**config.mk**
```make
export PLATFORM = sky130hd
export DESIGN_NAME = adc_output_port_config
export DESIGN_NICKNAME = d
export VERILOG_FILES = /design/src/hw/adc_out_pkg.sv /design/src/hw/phase_clock_gen.sv /design/src/hw/adc_output_port_config.sv
export VERILOG_INCLUDE_DIRS = /design/src /design/src/hw
export SDC_FILE = /design/constraint.sdc
export NUM_CORES = 1
export LEC_CHECK = 0
export BUFFER_PORTS_ARGS = -buffer_cell sky130_fd_sc_hd__buf_2
export CAP_MARGIN = 25
export CORE_MARGIN = 2
export CORE_UTILIZATION = 35
export CTS_BUF_LIST = sky130_fd_sc_hd__clkbuf_4
export CTS_CLUSTER_SIZE = 25
export DETAILED_ROUTE_END_ITERATION = 7
export GPL_TIMING_DRIVEN = 0
export PLACE_DENSITY = 0.57
export SLEW_MARGIN = 5
export SYNTH_ARGS = -nofsm -noshare
export SYNTH_HDL_FRONTEND = slang
export SYNTH_SLANG_ARGS = --single-unit
```
**constraint.sdc**
```tcl
create_clock -name pclk -period 2 [get_ports pclk]
set_input_delay 0.3 -clock pclk [delete_from_list [all_inputs] [get_ports pclk]]
set_output_delay 0.3 -clock pclk [all_outputs]
set_load 0.02 [all_outputs]
```
**src/hw/adc_out_consts.svh**
```systemverilog
// Offsets, field positions, reset values and timing counts of the output port block
`ifndef ADC_OUT_CONSTS_SVH
`define ADC_OUT_CONSTS_SVH
// ------------------------------------------------------------------
// Register indices (byte address is four times the index)
// ------------------------------------------------------------------
`define IDX_LOAD_DRIVE 8'h63
`define IDX_CLK_PHASE 8'h64
`define IDX_PORT_CTRL 8'h80
`define IDX_PATTERN_A 8'h81
`define IDX_PATTERN_B 8'h82
`define IDX_PORT_STATUS 8'h83
// ------------------------------------------------------------------
// Field positions
// ------------------------------------------------------------------
`define LOAD_EN_BIT 3
`define IMODE_LSB 0
`define PH_EN_BIT 7
`define PH_SEL_LSB 4
`define CTRL_MODE_LSB 0
`define CTRL_RATIO_LSB 4
`define CTRL_FILT_DEF_BIT 8
// ------------------------------------------------------------------
// Reset values
// ------------------------------------------------------------------
`define RST_LOAD_DRIVE 8'h01
`define RST_CLK_PHASE 8'h03
`define RST_PORT_CTRL 9'h110
`define RST_PATTERN 12'h000
// ------------------------------------------------------------------
// Timing counts in sample clock cycles and the decimation ratio limit of the phase code
// ------------------------------------------------------------------
`define OVR_STEP_CYCLES 524288
`define WCK_STEP_CYCLES 262144
`define MIN_PHASE_RATIO 3'h2
`endif

```
**src/hw/adc_out_pkg.sv**
```systemverilog
// Types shared by the output port block
`default_nettype none
package adc_out_pkg;
    // Test pattern selection of the output port
    typedef enum logic [1:0] {
        mode_normal,
        mode_counting,
        mode_custom,
        mode_spare
    } test_mode_e;
    // Register state of the top module
    typedef struct packed {
        logic [7:0] load_drive;
        logic [7:0] clk_phase;
        logic [8:0] port_ctrl;
        logic [11:0] pattern_a;
        logic [11:0] pattern_b;
        logic [31:0] rdata;
        logic [19:0] ovr_cnt;
        logic [19:0] wck_cnt;
        logic ovr_bit;
        logic wck_bit;
        logic pat_sel;
        logic [11:0] q_out;
    } port_state_s;
    // State of the output clock phase generator
    typedef struct packed {
        logic [2:0] step;
        logic clk_out;
    } phase_state_s;
endpackage : adc_out_pkg
`default_nettype wire

```
**src/hw/phase_clock_gen.sv**
```systemverilog
// Output data clock with eight selectable 45 degree phase steps
`include "adc_out_consts.svh"
`default_nettype none
module phase_clock_gen (
    // Clock and reset
    input wire logic pclk,
    input wire logic presetn,
    // Applied phase code, 0 is the reference phase
    input wire logic [2:0] phase_code,
    // Data clock towards the capture logic
    output logic data_clock_out
);
    import adc_out_pkg::*;
    phase_state_s s_q;
    phase_state_s s_d;
    logic [2:0] lag;

    // ------------------------------------------------------------------
    // Eight-step period, each code delays the clock by one step
    // ------------------------------------------------------------------
    always_comb begin
        s_d = s_q;
        s_d.step = s_q.step + 3'h1;
        lag = s_q.step - phase_code; // RULE5 RULE8
        s_d.clk_out = ~lag[2];
    end

    // State register
    always_ff @(posedge pclk or negedge presetn) begin
        if (!presetn) begin
            s_q <= '0;
        end else begin
            s_q <= s_d;
        end
    end

    assign data_clock_out = s_q.clk_out;

    // Clock rises exactly phase_code steps after the reference rise; a code change
    // one cycle earlier may give one early rise, so the code must stand for two cycles
    a_phase_rise: assert property (@(posedge pclk) disable iff (!presetn) // RULE5
        $rose(s_q.clk_out) && $stable(phase_code) && $past(phase_code) == $past(phase_code, 2)
        |-> s_q.step == phase_code + 3'h1)
        else $error("data clock rise not at selected phase");
endmodule : phase_clock_gen
`default_nettype wire

```
**src/hw/adc_output_port_config.sv**
```systemverilog
// Output port configuration registers, test patterns and data clock phase
//
// Behaviour
// RULE1: Counting pattern toggles the overrange bit every 2^19 cycles and word clock every 2^18.
// RULE2: Custom pattern drives A and B on twelve bits, bit 11 on overrange and bit 10 on word clock.
// RULE3: The termination-enable bit switches the LVDS load on when set and is clear after reset.
// RULE4: Software must not write the reserved driver current codes since the drive is undefined.
// RULE5: The three-bit phase code delays the data clock by code times 45 degrees.
// RULE6: The phase code acts only when the decimation ratio is above two.
// RULE7: With default filter settings only the odd phase codes are used.
// RULE8: Every phase shift is measured from code zero, the reset value of the field.
// RULE9: The phase-delay enable bit gates the shift; when clear the default phase is used.
`include "adc_out_consts.svh"
`default_nettype none
module adc_output_port_config #(
    parameter int OVR_STEP = `OVR_STEP_CYCLES,
    parameter int WCK_STEP = `WCK_STEP_CYCLES
) (
    // Clock and reset
    input wire logic pclk,
    input wire logic presetn,
    // APB slave
    input wire logic psel,
    input wire logic penable,
    input wire logic pwrite,
    input wire logic [11:0] paddr,
    input wire logic [31:0] pwdata,
    output logic [31:0] prdata,
    output logic pready,
    output logic pslverr,
    // Converter sample path
    input wire logic [11:0] sample_data,
    input wire logic sample_overrange,
    input wire logic sample_word_clock,
    // Output port towards capture logic
    output logic [9:0] q_data,
    output logic overrange_flag,
    output logic word_clock_out,
    output logic data_clock_out,
    // Driver configuration
    output logic termination_enable,
    output logic [2:0] driver_current_select
);
    import adc_out_pkg::*;
    port_state_s s_q;
    port_state_s s_d;
    logic wr_en;
    logic rd_setup;
    logic [7:0] idx;
    logic [2:0] phase_sel;
    logic [2:0] applied_phase;
    logic [2:0] decim_ratio;
    logic phase_delay_enable;
    logic filter_default;
    test_mode_e mode;

    // ------------------------------------------------------------------
    // Address decode
    // ------------------------------------------------------------------
    // Unaligned or out-of-map addresses answer with an error
    function automatic logic mapped(input logic [11:0] a);
        logic [7:0] i;
        i = a[9:2];
        mapped = (a[1:0] == 2'h0) && (a[11:10] == 2'h0) &&
            (i == `IDX_LOAD_DRIVE || i == `IDX_CLK_PHASE || i == `IDX_PORT_CTRL ||
             i == `IDX_PATTERN_A || i == `IDX_PATTERN_B || i == `IDX_PORT_STATUS);
    endfunction : mapped

    assign idx = paddr[9:2];
    assign wr_en = psel && penable && pwrite && mapped(paddr);
    assign rd_setup = psel && !penable && !pwrite;
    assign pready = 1'b1;
    assign pslverr = psel && penable && !mapped(paddr);

    // Field views of the stored registers
    assign phase_sel = s_q.clk_phase[`PH_SEL_LSB +: 3];
    assign phase_delay_enable = s_q.clk_phase[`PH_EN_BIT];
    assign decim_ratio = s_q.port_ctrl[`CTRL_RATIO_LSB +: 3];
    assign filter_default = s_q.port_ctrl[`CTRL_FILT_DEF_BIT];
    assign mode = test_mode_e'(s_q.port_ctrl[`CTRL_MODE_LSB +: 2]);

    // ------------------------------------------------------------------
    // Applied phase code
    // ------------------------------------------------------------------
    // Nonzero even codes move up to the next odd step under the default filter,
    // so a forbidden code still yields a defined clock
    always_comb begin
        applied_phase = 3'h0; // RULE8
        if (phase_delay_enable && decim_ratio > `MIN_PHASE_RATIO) begin // RULE6 RULE9
            applied_phase = phase_sel;
            if (filter_default && phase_sel != 3'h0) begin
                applied_phase = phase_sel | 3'h1; // RULE7
            end
        end
    end

    // ------------------------------------------------------------------
    // Next state
    // ------------------------------------------------------------------
    always_comb begin
        s_d = s_q;
        // Register writes at the access edge
        if (wr_en) begin
            case (idx)
                `IDX_LOAD_DRIVE: s_d.load_drive = pwdata[7:0];
                `IDX_CLK_PHASE: s_d.clk_phase = pwdata[7:0];
                `IDX_PORT_CTRL: s_d.port_ctrl = pwdata[8:0];
                `IDX_PATTERN_A: s_d.pattern_a = pwdata[11:0];
                `IDX_PATTERN_B: s_d.pattern_b = pwdata[11:0];
                default: s_d.port_ctrl = s_q.port_ctrl;
            endcase
        end
        // Read data captured in the setup cycle, so it comes from a flop;
        // refused addresses, unaligned ones too, read as zero
        if (rd_setup) begin
            case (mapped(paddr) ? idx : 8'h00)
                `IDX_LOAD_DRIVE: s_d.rdata = {24'h0, s_q.load_drive};
                `IDX_CLK_PHASE: s_d.rdata = {24'h0, s_q.clk_phase};
                `IDX_PORT_CTRL: s_d.rdata = {23'h0, s_q.port_ctrl};
                `IDX_PATTERN_A: s_d.rdata = {20'h0, s_q.pattern_a};
                `IDX_PATTERN_B: s_d.rdata = {20'h0, s_q.pattern_b};
                `IDX_PORT_STATUS: s_d.rdata = {27'h0, applied_phase, s_q.wck_bit, s_q.ovr_bit};
                default: s_d.rdata = 32'h0;
            endcase
        end
        // Counting pattern step counters run only in counting mode
        if (mode == mode_counting) begin
            s_d.ovr_cnt = s_q.ovr_cnt + 20'h1;
            s_d.wck_cnt = s_q.wck_cnt + 20'h1;
            if (s_q.ovr_cnt == 20'(OVR_STEP - 1)) begin // RULE1
                s_d.ovr_cnt = 20'h0;
                s_d.ovr_bit = ~s_q.ovr_bit;
            end
            if (s_q.wck_cnt == 20'(WCK_STEP - 1)) begin // RULE1
                s_d.wck_cnt = 20'h0;
                s_d.wck_bit = ~s_q.wck_bit;
            end
        end else begin
            s_d.ovr_cnt = 20'h0;
            s_d.wck_cnt = 20'h0;
            s_d.ovr_bit = 1'b0;
            s_d.wck_bit = 1'b0;
        end
        // Output word selection
        s_d.pat_sel = (mode == mode_custom) ? ~s_q.pat_sel : 1'b0;
        case (mode)
            mode_counting: s_d.q_out = {s_d.ovr_bit, s_d.wck_bit, sample_data[9:0]};
            mode_custom: s_d.q_out = s_q.pat_sel ? s_q.pattern_b : s_q.pattern_a; // RULE2
            mode_normal: s_d.q_out = {sample_overrange, sample_word_clock, sample_data[9:0]};
            default: s_d.q_out = 12'h000;
        endcase
    end

    // ------------------------------------------------------------------
    // State register
    // ------------------------------------------------------------------
    always_ff @(posedge pclk or negedge presetn) begin
        if (!presetn) begin
            s_q <= '0;
            s_q.load_drive <= `RST_LOAD_DRIVE; // RULE3
            s_q.clk_phase <= `RST_CLK_PHASE; // RULE8
            s_q.port_ctrl <= `RST_PORT_CTRL;
            s_q.pattern_a <= `RST_PATTERN;
            s_q.pattern_b <= `RST_PATTERN;
        end else begin
            s_q <= s_d;
        end
    end

    // ------------------------------------------------------------------
    // Outputs
    // ------------------------------------------------------------------
    assign prdata = s_q.rdata;
    assign q_data = s_q.q_out[9:0];
    assign overrange_flag = s_q.q_out[11]; // RULE2
    assign word_clock_out = s_q.q_out[10]; // RULE2
    assign termination_enable = s_q.load_drive[`LOAD_EN_BIT]; // RULE3
    // Reserved current codes pass through untouched; drive is then undefined
    assign driver_current_select = s_q.load_drive[`IMODE_LSB +: 3]; // RULE4

    phase_clock_gen u_phase (
        .pclk(pclk),
        .presetn(presetn),
        .phase_code(applied_phase),
        .data_clock_out(data_clock_out)
    );

    // ------------------------------------------------------------------
    // Checks
    // ------------------------------------------------------------------
    a_ovr_step: assert property (@(posedge pclk) disable iff (!presetn) // RULE1
        mode == mode_counting && $past(mode) == mode_counting &&
        s_q.ovr_cnt == 20'h0 && $past(s_q.ovr_cnt) != 20'h0 |-> s_q.ovr_bit != $past(s_q.ovr_bit))
        else $error("overrange count bit did not advance");
    a_wck_hold: assert property (@(posedge pclk) disable iff (!presetn) // RULE1
        mode == mode_counting && $past(mode) == mode_counting &&
        s_q.wck_cnt != 20'h0 |-> s_q.wck_bit == $past(s_q.wck_bit))
        else $error("word clock count bit moved between steps");
    a_custom_map: assert property (@(posedge pclk) disable iff (!presetn) // RULE2
        mode == mode_custom && $stable(mode) && $stable(s_q.pattern_a) && $stable(s_q.pattern_b)
        ##1 $stable(mode) && $stable(s_q.pattern_a) && $stable(s_q.pattern_b)
        |-> {overrange_flag, word_clock_out, q_data} ==
        ($past(s_q.pat_sel) ? s_q.pattern_b : s_q.pattern_a))
        else $error("custom pattern not on output bits");
    a_custom_alt: assert property (@(posedge pclk) disable iff (!presetn) // RULE2
        mode == mode_custom ##1 mode == mode_custom |-> s_q.pat_sel != $past(s_q.pat_sel))
        else $error("custom patterns do not alternate");
    a_term_write: assert property (@(posedge pclk) disable iff (!presetn) // RULE3
        wr_en && idx == `IDX_LOAD_DRIVE |=> termination_enable == $past(pwdata[`LOAD_EN_BIT]))
        else $error("termination enable not taken from write");
    a_ratio_gate: assert property (@(posedge pclk) disable iff (!presetn) // RULE6
        decim_ratio <= `MIN_PHASE_RATIO |-> applied_phase == 3'h0)
        else $error("phase applied at low decimation ratio");
    a_odd_only: assert property (@(posedge pclk) disable iff (!presetn) // RULE7
        filter_default && applied_phase != 3'h0 |-> applied_phase[0])
        else $error("even phase code used with default filter");
    a_enable_gate: assert property (@(posedge pclk) disable iff (!presetn) // RULE9
        !phase_delay_enable |-> applied_phase == 3'h0 ##1 1'b1)
        else $error("phase shift without enable");
    a_phase_pass: assert property (@(posedge pclk) disable iff (!presetn) // RULE5
        phase_delay_enable && decim_ratio > `MIN_PHASE_RATIO && !filter_default
        |-> applied_phase == phase_sel)
        else $error("phase code not passed to clock");
endmodule : adc_output_port_config
`default_nettype wire

```
Word-level counts from Yosys, hierarchy flattened. Index checks and enable logic that the tools add are counted.

Output and inout port bits: 51. Input port bits: 63. Logic and storage cells: 78. Bits in registers: 140.

Equality and inequality tests: 16. Muxes and demuxes: 12. Bitwise logic cells: 4. $lt $le $gt $ge: 1. $add $sub $neg: 4. Reductions and logical operators: 27.

Operators by type and width (number): $pmux 12 s6 (1); $eq 8x8->1 const B (8); $mux 42 (1); $add 20x1->20 const B (2); $mux 20 (2); $pmux 12 s3 (1); $eq 8x7->1 const B (4); $eq 20x18->1 const B (1); $eq 20x19->1 const B (1); $mux 12 (1); $logic_and 1x1->1 (10); $reduce_and 2->1 (5); $mux 8 (1); $logic_not 2->1 (3); $logic_or 1x1->1 (5); $mux 1 (4); $not 1->1 (4); $add 3x1->3 const B (1); $gt 3x2->1 const B (1); $logic_not 1->1 (3); $mux 3 (1); $reduce_bool 3->1 (1); $sub 3x3->3 (1); $eq 2x1->1 const B (1); $eq 2x2->1 const B (1).

Depth between registers and ports, before layout. Gate-level depths: netlist of run 1.

Word-level depth: 10. Mapped depth: 7. Gate-level depth less buffers: 6.

Hierarchy. Synthesis of run 1 repeated with hierarchy kept, for this count alone.

Cells, all modules: 562. Area total of the unflattened synthesis: 6144.6 µm².

Modules (own cells, without submodules): adc_output_port_config (sequential area each 2909.0 µm², area an instance 5963.2 µm², instances 1, cells each 549); phase_clock_gen (sequential area each 100.1 µm², area an instance 181.4 µm², instances 1, cells each 13).

Least setup slack after synthesis of run 1. No wires, ideal clock.

Kind: input to output. Start point: input paddr[6]. End point: output pslverr. Data required time: 1.700 ns. Buffers on the path: 0. Stages: 4. Path slack: -0.011 ns. Arrival: 1.711 ns. Cells stage by stage: or4b_2 nor3_1 o21ai_0 and3_1.

Cells in the longest elaborated chain, start to end: 9. Elaborated cells on any way between the ends: 14. Classes of those cells: eq/ne (6); reduce/logical (8).

Ends and longest elaborated chain: from (decl) (line adc_output_port_config.sv:26) `input wire logic [11:0] paddr,`; $eq 8x7->1; $logic_or 1x1->1 (no line) (4 in series); $logic_or 1x1->1 (no line) *; $logic_and 1x1->1 * (line adc_output_port_config.sv:64) `mapped = (a[1:0] == 2'h0) && (a[11:10] == 2'h0) &&`; $logic_not 1->1 * (line adc_output_port_config.sv:73) `assign pslverr = psel && penable && !mapped(paddr);`; $logic_and 1x1->1 * (line adc_output_port_config.sv:73); to (decl) (line adc_output_port_config.sv:30) `output logic pslverr,`.

Every way passes the cells marked *; elsewhere a longest branch is shown, timed or not.

==> results of run 1 <==
==> metrics by stage <==
step / area [um^2] / hold WS [ns] / worst slack (ns) / total power, mW / TNS, ns
after floorplan: 6310 / 0.00441 / 0.0745 / 2.71 / 0
after global placement: 6930 / 0.441 / -0.825 / 2.86 / -109.38
after detailed placement: 6960 / 0.317 / -0.505 / 2.88 / -17.95
after CTS: 7470 / 0.0332 / 0.00158 / 4.54 / 0
after global routing: 7740 / 0.0224 / -0.0315 / 4.71 / -0.340
final: 7740 / 0.0595 / 0.0252 / 4.49 / 0
==> Yosys cell counts, types with 12 or more instances <==
cell / n / area (um^2)
or3_1: 12 / 75.1
a21oi_1: 22 / 110
dfrtp_1: 115 / 2880
mux2_2: 38 / 428
nor2_1: 47 / 176
inv_1: 21 / 78.8
xnor2_1: 19 / 166
mux2i_1: 21 / 210
nand3_1: 19 / 95.1
buf_4: 47 / 353
clkbuf_1: 12 / 45.0
nand2_1: 28 / 105
o21ai_0: 17 / 85.1
==> timing repair <==
item	in CTS	in global routing
setup buffers	7	19
cloned	0	1
setup endpoints to repair	37	33
endpoints found under the hold margin	77	0
pin swaps	7	15
resized for setup	17	35
hold buffers	15	0
==> flip-flops by register name (all words and copies together), names as in the netlist <==
| register | flops |
|---|---|
| filter_default | 1 |
| q_data | 10 |
| decim_ratio | 3 |
| u_phase.data_clock_out | 1 |
| u_phase.s_q | 3 |
| overrange_flag | 1 |
| termination_enable | 1 |
| phase_delay_enable | 1 |
| prdata | 12 |
| mode | 2 |
| word_clock_out | 1 |
| driver_current_select | 3 |
| phase_sel | 3 |
| s_q | 78 |
==> power groups by stage <==
| stage | Sequential [mW] | Combinational [mW] | Clock [mW] |
|---|---|---|---|
| floorplan | 2.51 | 0.200 | 0 |
| global placement | 2.51 | 0.357 | 0 |
| detailed placement | 2.51 | 0.370 | 0 |
| CTS | 2.46 | 0.400 | 1.68 |
| global route | 2.46 | 0.443 | 1.80 |
| finish | 2.46 | 0.405 | 1.62 |
==> cells by family (layout without fill, tap and decap cells) <==
logic type / after synthesis / count (layout) / share of synthesized area [%]
buffers and inverters: 89 / 229 / 8.53
muxes: 70 / 70 / 12.8
DFF: 120 / 120 / 48.3
other: 2 / 21 / 0.120
AOI/OAI and AO/OA: 85 / 85 / 9.25
adders and majority gates: 4 / 4 / 0.803
and+or+nand+nor: 178 / 178 / 16.2
xor gates and xnor gates: 29 / 29 / 4.07
==> worst max path at each step <==
stage | startpoint | endpoint | slack (ns) | cells past startpoint
global placement | presetn | s_q[35] | -0.82 | 1
global route | s_q[40] | s_q[41] | -0.03 | 5
CTS | s_q[42] | s_q[54] | 0.002 | 4
finish | s_q[36] | s_q[52] | 0.03 | 6
detailed placement | paddr[1] | s_q[104] | -0.51 | 6
floorplan | paddr[5] | s_q[101] | 0.07 | 6
==> routing by layer <==
layer | part of all wire [%] | wire [um] | global-route usage, % | vias up
met5 | 0 | 0 | 0 | -
met4 | 1.6 | 238 | 5.84 | 0
met3 | 4.0 | 607 | 3.75 | 21
met2 | 51 | 7790 | 27.8 | 94
met1 | 44 | 6690 | 20.4 | 2364
li1 | - | - | - | 2288
==> final cells by class <==
cell class	count	area share (%)
multi-input cells	387	37.4
plain buffers	66	5.90
inverters	21	1.02
repair buffers	110	9.73
clock inverters	13	1.44
flip-flops and latches	120	39.0
clock buffers	19	1.84
well taps	225	3.64
==> impl_results.md, run 1 <==
- Total vias in the final route: 4767
- Hold WC Path Type: in2reg
- Most frequent cells in the layout: 107 x dfrtp_1, 74 x buf_4, 66 x buf_2, 42 x nor2_1, 38 x mux2_2
- Crit path kind: reg2reg
- Tcrit/Tclk final: 98.7%
- Worst Setup Start Kind: flip-flop
- Hold Path Stages: 2
- Min Tclk post-route: between 1.5 and 2 ns
- Largest net degree at the start of global routing: 62
- Final antenna diode count: 0
- Clock power share: 36.2%
- Switch Pwr: about 1.1 mW
- First-pass GRT wire length: approximately 24000 um
- Port Buffers: 67
- Grt ovf: 0
- Yosys warning total: 0
- Fin cells: between 900 and 1000
- Syn Inst Count: slightly below 600
- Fillers: 1675
- Critical R2R Capture: s_q[52]
- DIE AREA: 18900 um^2
- Leak: 3.49 nW
- Placed cell count: 889
- Worst-path fanout max: 4
- Layout cells sized above 1: 37.4%
- Top delay family on crit path: simple AND/OR/NAND/NOR gates
- WP data arrival: between 2 and 2.5 ns
- Max Clock Skew: just over 0.007 ns
- Clk_lat worst skew: ~0.55 ns
- Worst-path clk slew: about 0.10 ns
- Crit. End Element: flip-flop
- Crit-path max cell delay: roughly 0.58 ns
- CTS Sinks: 120
- Synth cell types: between 60 and 70
- Req. time, crit path: around 2.4 ns
- Initial Util: 35.9%
- PD cells: 579 nW/um^2
- Reg2Reg Depth: 6
- Hold path start: pwdata[0]
- Maxcap violations: 0
- # rows: 48
- Mapped cell area: 6240 um^2
- Worst path cell trace: ha_4, nand2_4, or4_4, o31ai_4, buf_4, a21oi_2
- 1st-iter DRT viols: 200
- Sw frac: 25.3%
- Slew Limit Headroom: 24.5%
- Share of the core filled with cells: 44.6%
- Antenna viol nets, final: 0
- Worst r2r src: s_q[36]
- Comb pwr share: 9.0%
- Most common cell after layout, fill and taps aside: dfrtp_1
- Worst Path Buf+Inv: 1
- Clock root cell: clkbuf_4
- Final net count: 790
- Router iterations before antenna repair: 6
- DRC: 0
- Die Ht: 137 um
- CTS Buffer Depth: 2
- H-tree levels: 4
- Sequential share of the synthesized area: 48.3%
- CTS tree: done
- Run status: finished clean
- Sequential Area: just over 3000 um^2
- F_max: 506 MHz
- Multi-input gate area in the final layout: 2900 um^2
- Initial antenna violation count: 0
- Vias in the first global route: 4649
- Worst Max-Slew Pin Slew: 1.12 ns
- Internal power: 3.35 mW
- RSZ-0062 raised after global routing: yes
- Top_reg_cell synth: dfrtp_1
- Ports: 114
- Final setup viols: 0
- Final wirelength: 15300 um
- Flop pwr share: 54.8%
- Layout area overhead: 24.2%
- WL/cell: about 16 um
- Core area: 17400 um^2
- Die width: 137 um
- Detail Placement HPWL: 10600 um
- Synth Area per Inst: approximately 11 um^2
- Drt via density: 4.96
- Post-synth EDFFs: 0
- Num CTS Buffers: 17
- Routability congestion estimate: 0.829
- Setup slack, reg-to-reg: 0.03 ns
- Hold Fails Final Rpt: 0
- Worst path slowest cell: or4_4
- IR drop worst, VDD: 0.374 mV
- Async set-reset flop share out of synthesis: 100%
- Gr usage total: 16.4%
- Max-slew violation count: 0
- #FFs+latches synth: 120
- Hold Crit Endpoint: driver_current_select[0]
(Power assumes the default switching activity.)
==> run 2, diff against run 1 <==
--- a/config.mk
+++ b/config.mk
@@ -8,13 +8,15 @@
 export LEC_CHECK = 0
 export BUFFER_PORTS_ARGS = -buffer_cell sky130_fd_sc_hd__buf_2
 export CAP_MARGIN = 25
+export CELL_PAD_IN_SITES_DETAIL_PLACEMENT = 1
+export CELL_PAD_IN_SITES_GLOBAL_PLACEMENT = 2
 export CORE_MARGIN = 2
-export CORE_UTILIZATION = 35
+export CORE_UTILIZATION = 33
 export CTS_BUF_LIST = sky130_fd_sc_hd__clkbuf_4
 export CTS_CLUSTER_SIZE = 25
 export DETAILED_ROUTE_END_ITERATION = 7
 export GPL_TIMING_DRIVEN = 0
-export PLACE_DENSITY = 0.57
+export PLACE_DENSITY = 0.78
 export SLEW_MARGIN = 5
 export SYNTH_ARGS = -nofsm -noshare
 export SYNTH_HDL_FRONTEND = slang
==> run 2 against run 1 <==
Cell count rose by 1.6%. Combinational power hardly changed. Maximum frequency up 0.70%. Sequential share of layout area is 0.21 points lower. Core utilization shrank 2.9 points. Clock skew increased by 0.011 ns.
==> impl_results.md, run 2 (synthesized netlist as in run 1, its figures left out) <==
- Req. time, crit path: 2.43 ns
- H-tree levels: 4
- Die width: 141 um
- Share of the core filled with cells: 41.7%
- Final setup viols: 0
- Worst-path clk slew: 0.12 ns
- Port Buffers: 67
- Ports: ~110
- Clk_lat worst skew: about 0.55 ns
- Most common cell after layout, fill and taps aside: dfrtp_1
- CTS Buffer Depth: 2
- Gr usage total: 16.9%
- Largest net degree at the start of global routing: 85
- Top reg by flops: s_q
- Router iterations before antenna repair: 4
- Crit. End Element: flip-flop
- Worst Max-Slew Pin Slew: 0.998 ns
- Worst Setup Start Kind: flip-flop
- Vias in the first global route: 5215
- Most frequent cells in the layout: 108 x dfrtp_1, 77 x buf_4, 69 x buf_2, 47 x nor2_1, 38 x mux2_2
- CTS Sinks: 120
- Final net count: ~800
- Run status: finished clean
- Max Clock Skew: 0.0182 ns
- Initial Util: 33.4%
- WP data arrival: 2.39 ns
- Worst-path fanout max: 5
- PD cells: 588 nW/um^2
- DIE AREA: 20000 um^2
- Initial antenna violation count: 2
- 1st-iter DRT viols: 160
- Num CTS Buffers: 17
- Worst r2r src: s_q[36]
- Setup slack, reg-to-reg: slightly below 0.04 ns
- Leak: 3.53 nW
- Tcrit/Tclk final: 98.1%
- Crit path kind: reg2reg
- CTS tree: done
- Antenna viol nets, final: 0
- RSZ-0062 raised after global routing: yes
- Hold Fails Final Rpt: 0
- Clock root cell: clkbuf_4
- Design Area, Final: ~7800 um^2
- Placed cell count: 898
- DRC: 0
- Fin cells: 976
- DP Area: 6970 um^2
- Reg2Reg Depth: 6
- Critical R2R Capture: s_q[52]
- F_max: 510 MHz
- Layout cells sized above 1: 37.4%
- Final wirelength: 16500 um
- Hold Path Stages: 2
- IR drop worst, VDD: 0.285 mV
- Core area: around 19000 um^2
- Worst Setup SP: s_q[36]
- Largest register FFs: 78
- Critical Path End: s_q[52]
- Hold WC Path Type: in2reg
- Min Tclk post-route: 1.96 ns
- # rows: 50
- Layout area overhead: 24.8%
- WL/cell: ~17 um
- Max-slew violation count: 0
- Detail Placement HPWL: 11700 um
- Die Ht: 141 um
- Slew Limit Headroom: 32.6%
- Drt via density: 4.98
- Total vias in the final route: 4861
- First-pass GRT wire length: 26400 um
- Final setup TNS: 0 ns
- Routability congestion estimate: 0.772
- Grt ovf: 0
- Post-layout total power: 4.57 mW
- Maxcap violations: 0
[run 2: changes by cell type in the layout (fill, tap and decap cells not counted), moves of 3 or more]
cell,delta
buf_4,+3
nor2_1,+5
nor2_2,-4
clkinv_1,-3
buf_2,+3
clkinv_4,+3
[run 2: power by group]
group,leakage [nW],switching (mW),total (mW),internal (mW)
clock network,0.146,0.970,1.71,0.738
logic,1.77,0.241,0.404,0.163
registers,1.61,0.0104,2.46,2.45
[run 2: worst min path at each step]
stage | start | to | slack (ns)
3_3_place_gp | u_phase.s_q[1] | u_phase.s_q[1] | 0.44
4_1_cts | pwdata[0] | driver_current_select[0] | 0.01
5_1_grt | pwdata[0] | mode[0] | 0.008
2_1_floorplan | presetn | decim_ratio[1] | 0.004
6_report | pwdata[0] | mode[0] | 0.04
3_5_place_dp | presetn | u_phase.data_clock_out | 0.22
[run 2: through the flow]
step | hold WS, ns | worst slack, ns
finish | 0.0411 | 0.0389
detailed placement | 0.225 | -0.447
floorplan | 0.00441 | 0.0745
global placement | 0.437 | -0.878
CTS | 0.0101 | 0.000288
global route | 0.00772 | -0.0251
[run 2: what timing repair did]
action	4_1_cts	5_1_grt
setup endpoints to repair	39	31
gates cloned	0	1
buffers inserted	10	21
hold endpoints to repair	53	0
hold buffers	15	0
resized for setup	19	25
pin swaps	7	11
[run 2: worst max-delay path, stage by stage (launching register included)]
cell and delay (ns):
dfrtp_1 0.43, ha_4 0.19, nand2_4 0.07, or4_4 0.53, o31ai_4 0.40, buf_4 0.19
a21oi_1 0.04
[run 2: per-layer routing]
metal / routed length (um) / up-vias / GRT usage [%]
met2: 8440 / 91 / 29.3
met3: 675 / 26 / 4.83
li1: - / 2294 / -
met1: 7010 / 2448 / 20.2
met5: 12 / - / 0
met4: 351 / 2 / 5.37
[run 2: final cells by class]
cell class,count,area [um^2]
Multi-Input combinational cell,387,2880
Antenna cell,1,2.50
Clock buffer,18,135
Fill cell,2126,10900
Buffer,66,467
Sequential cell,120,3020
Clock inverter,14,134
Inverter,21,78.8
Timing Repair Buffer,115,769
Tap cell,234,293
==> run 3, diff against run 2 <==
--- a/config.mk
+++ b/config.mk
@@ -16,6 +16,7 @@
 export CTS_CLUSTER_SIZE = 25
 export DETAILED_ROUTE_END_ITERATION = 7
 export GPL_TIMING_DRIVEN = 0
+export MAX_ROUTING_LAYER = met4
 export PLACE_DENSITY = 0.78
 export SLEW_MARGIN = 5
 export SYNTH_ARGS = -nofsm -noshare
==> run 3 against run 2 <==
Power about the same. Clock skew up 0.0022 ns. Clock power about the same. Sequential cell count unchanged. Maximum frequency up 0.49%. Worst setup slack better by 0.0096 ns. Sequential share of layout area about the same. Largest power group unchanged.
==> impl_results.md, run 3 (synthesized netlist as in run 1, its figures left out) <==
- Tcrit/Tclk final: 97.6%
- Crit. End Element: flip-flop
- Clock root cell: clkbuf_4
- CTS tree: done
- Hold path start: pwdata[0]
- IR drop worst, VDD: 0.285 mV
- Worst path cell trace: ha_4, nand2_4, or4_4, o31ai_4, buf_4, a21oi_1
- Setup slack after layout: 0.0485 ns
- Initial antenna violation count: 2
- Router iterations before antenna repair: 4
- Grt ovf: 0
- Final setup viols: 0
- Clk_lat worst skew: ~0.55 ns
- Worst-path fanout max: 5
- WP data arrival: 2.38 ns
- Worst path slowest cell: or4_4
- Max Clock Skew: 0.0204 ns
- Detail Placement HPWL: 11700 um
- Leak: 3.53 nW
- Routability congestion estimate: 0.782
- Pre-CTS setup slack: -0.447 ns
- 1st-iter DRT viols: 177
- Worst Setup Start Kind: flip-flop
- Max-slew violation count: 0
- Port Buffers: 67
- Final wirelength: 16500 um
- Crit path kind: reg2reg
- Largest register FFs: 78
- CTS Sinks: 120
- Hold WC Path Type: in2reg
- Largest net degree at the start of global routing: 85
- RSZ-0062 raised after global routing: yes
- Min Tclk post-route: 1.95 ns
- Vias in the first global route: 5216
- Hold Fails Final Rpt: 0
- Ports: 114
- DRC: 0
- Slew Limit Headroom: 31.3%
- Worst Max-Slew Pin Slew: 1.02 ns
- Fillers: between 2000 and 2500
- Layout cells sized above 1: a little under two fifths
- Num CTS Buffers: 17
- Maxcap violations: 0
- Die Ht: between 100 and 150 um
- DIE AREA: 20000 um^2
- Core area: 18600 um^2
- Hold Crit Endpoint: mode[0]
- Layout area overhead: 24.8%
- Fin cells: around 1000
- Setup slack, reg-to-reg: between 0.04 and 0.05 ns
- Worst-path clk slew: 0.12 ns
- Total vias in the final route: 4853
- First-pass GRT wire length: 26400 um
- Final net count: 795
- Critical R2R Capture: s_q[52]
- F_max: 512 MHz
- H-tree levels: 4
- Crit-path max cell delay: 0.53 ns
- Drt via density: 4.97
- WL/cell: 16.8 um
- Req. time, crit path: 2.43 ns
- Worst r2r src: s_q[36]
- # rows: 50
- Most frequent cells in the layout: 108 x dfrtp_1, 77 x buf_4, 69 x buf_2, 47 x nor2_1, 38 x mux2_2
- Antenna viol nets, final: 0
- CTS Buffer Depth: 2
- Die width: 141 um
- Hold Path Stages: 2
- WHS: 0.0431 ns
- Run status: finished clean
- Most common cell after layout, fill and taps aside: dfrtp_1
- Share of the core filled with cells: 41.8%
- Placed cell count: 898
- Initial Util: 33.4%
- PD cells: roughly 590 nW/um^2
- Top reg by flops: s_q
- Reg2Reg Depth: 6
- Gr usage total: 17.3%
run 3: changes by cell type in the layout (fill, tap and decap cells not counted):
cell     change
diode_2      +1
run 3: repair_timing:
| action | CTS | global route |
|---|---|---|
| gates cloned | 0 | 1 |
| gates resized for setup | 19 | 25 |
| setup endpoints to repair | 39 | 31 |
| buffers inserted | 10 | 21 |
| pin swaps | 7 | 11 |
| endpoints found under the hold margin | 53 | 0 |
| hold buffers | 15 | 0 |
run 3: area by class of cell:
cell class                      count  area [um^2]  area share (%)
Sequential cell                   120         3020            38.8
Multi-Input combinational cell    387         2880            37.1
Timing Repair Buffer              115          769            9.89
Buffer                             66          467            6.00
Tap cell                          234          293            3.76
Clock buffer                       18          135            1.74
Clock inverter                     14          134            1.72
Inverter                           21         78.8            1.01
Antenna cell                        2         5.00          0.0643
run 3: worst max path at each step:
stage	startpoint	endpoint	slack (ns)
2_1_floorplan	paddr[5]	s_q[101]	0.07
3_3_place_gp	presetn	s_q[22]	-0.88
3_5_place_dp	paddr[1]	s_q[106]	-0.45
4_1_cts	paddr[8]	pslverr	0.0003
5_1_grt	s_q[36]	s_q[43]	-0.03
6_report	s_q[36]	s_q[52]	0.05
run 3: stage by stage:
| step | cell area (um^2) | power (mW) | TNS [ns] |
|---|---|---|---|
| 3_3_place_gp | 6940 | 2.87 | -116.21 |
| 5_1_grt | 7780 | 4.78 | -0.177 |
| 6_report | 7780 | 4.57 | 0 |
| 2_1_floorplan | 6310 | 2.71 | 0 |
| 4_1_cts | 7540 | 4.64 | 0 |
| 3_5_place_dp | 6970 | 2.88 | -19.55 |
run 3: where the power goes:
part | switching (mW) | internal [mW]
sequential | 0.0104 | 2.45
combinational | 0.242 | 0.163
clock | 0.971 | 0.738
total | 1.22 | 3.35
run 3: routing by layer:
layer,global-route usage [%],part of all wire [%]
met5,-,0
met4,5.37,2.2
met3,4.79,4.0
met2,29.3,51
met1,20.2,43
run 3: worst max-delay path: cells and delay by family, from the launching register on:
family,cells,cell delay [ns]
AND/OR/NAND/NOR,2,0.60
AO/OA/AOI/OAI,2,0.44
flip-flops,1,0.42
adder cells (fa/ha/maj),1,0.19
buffers and inverters,1,0.19
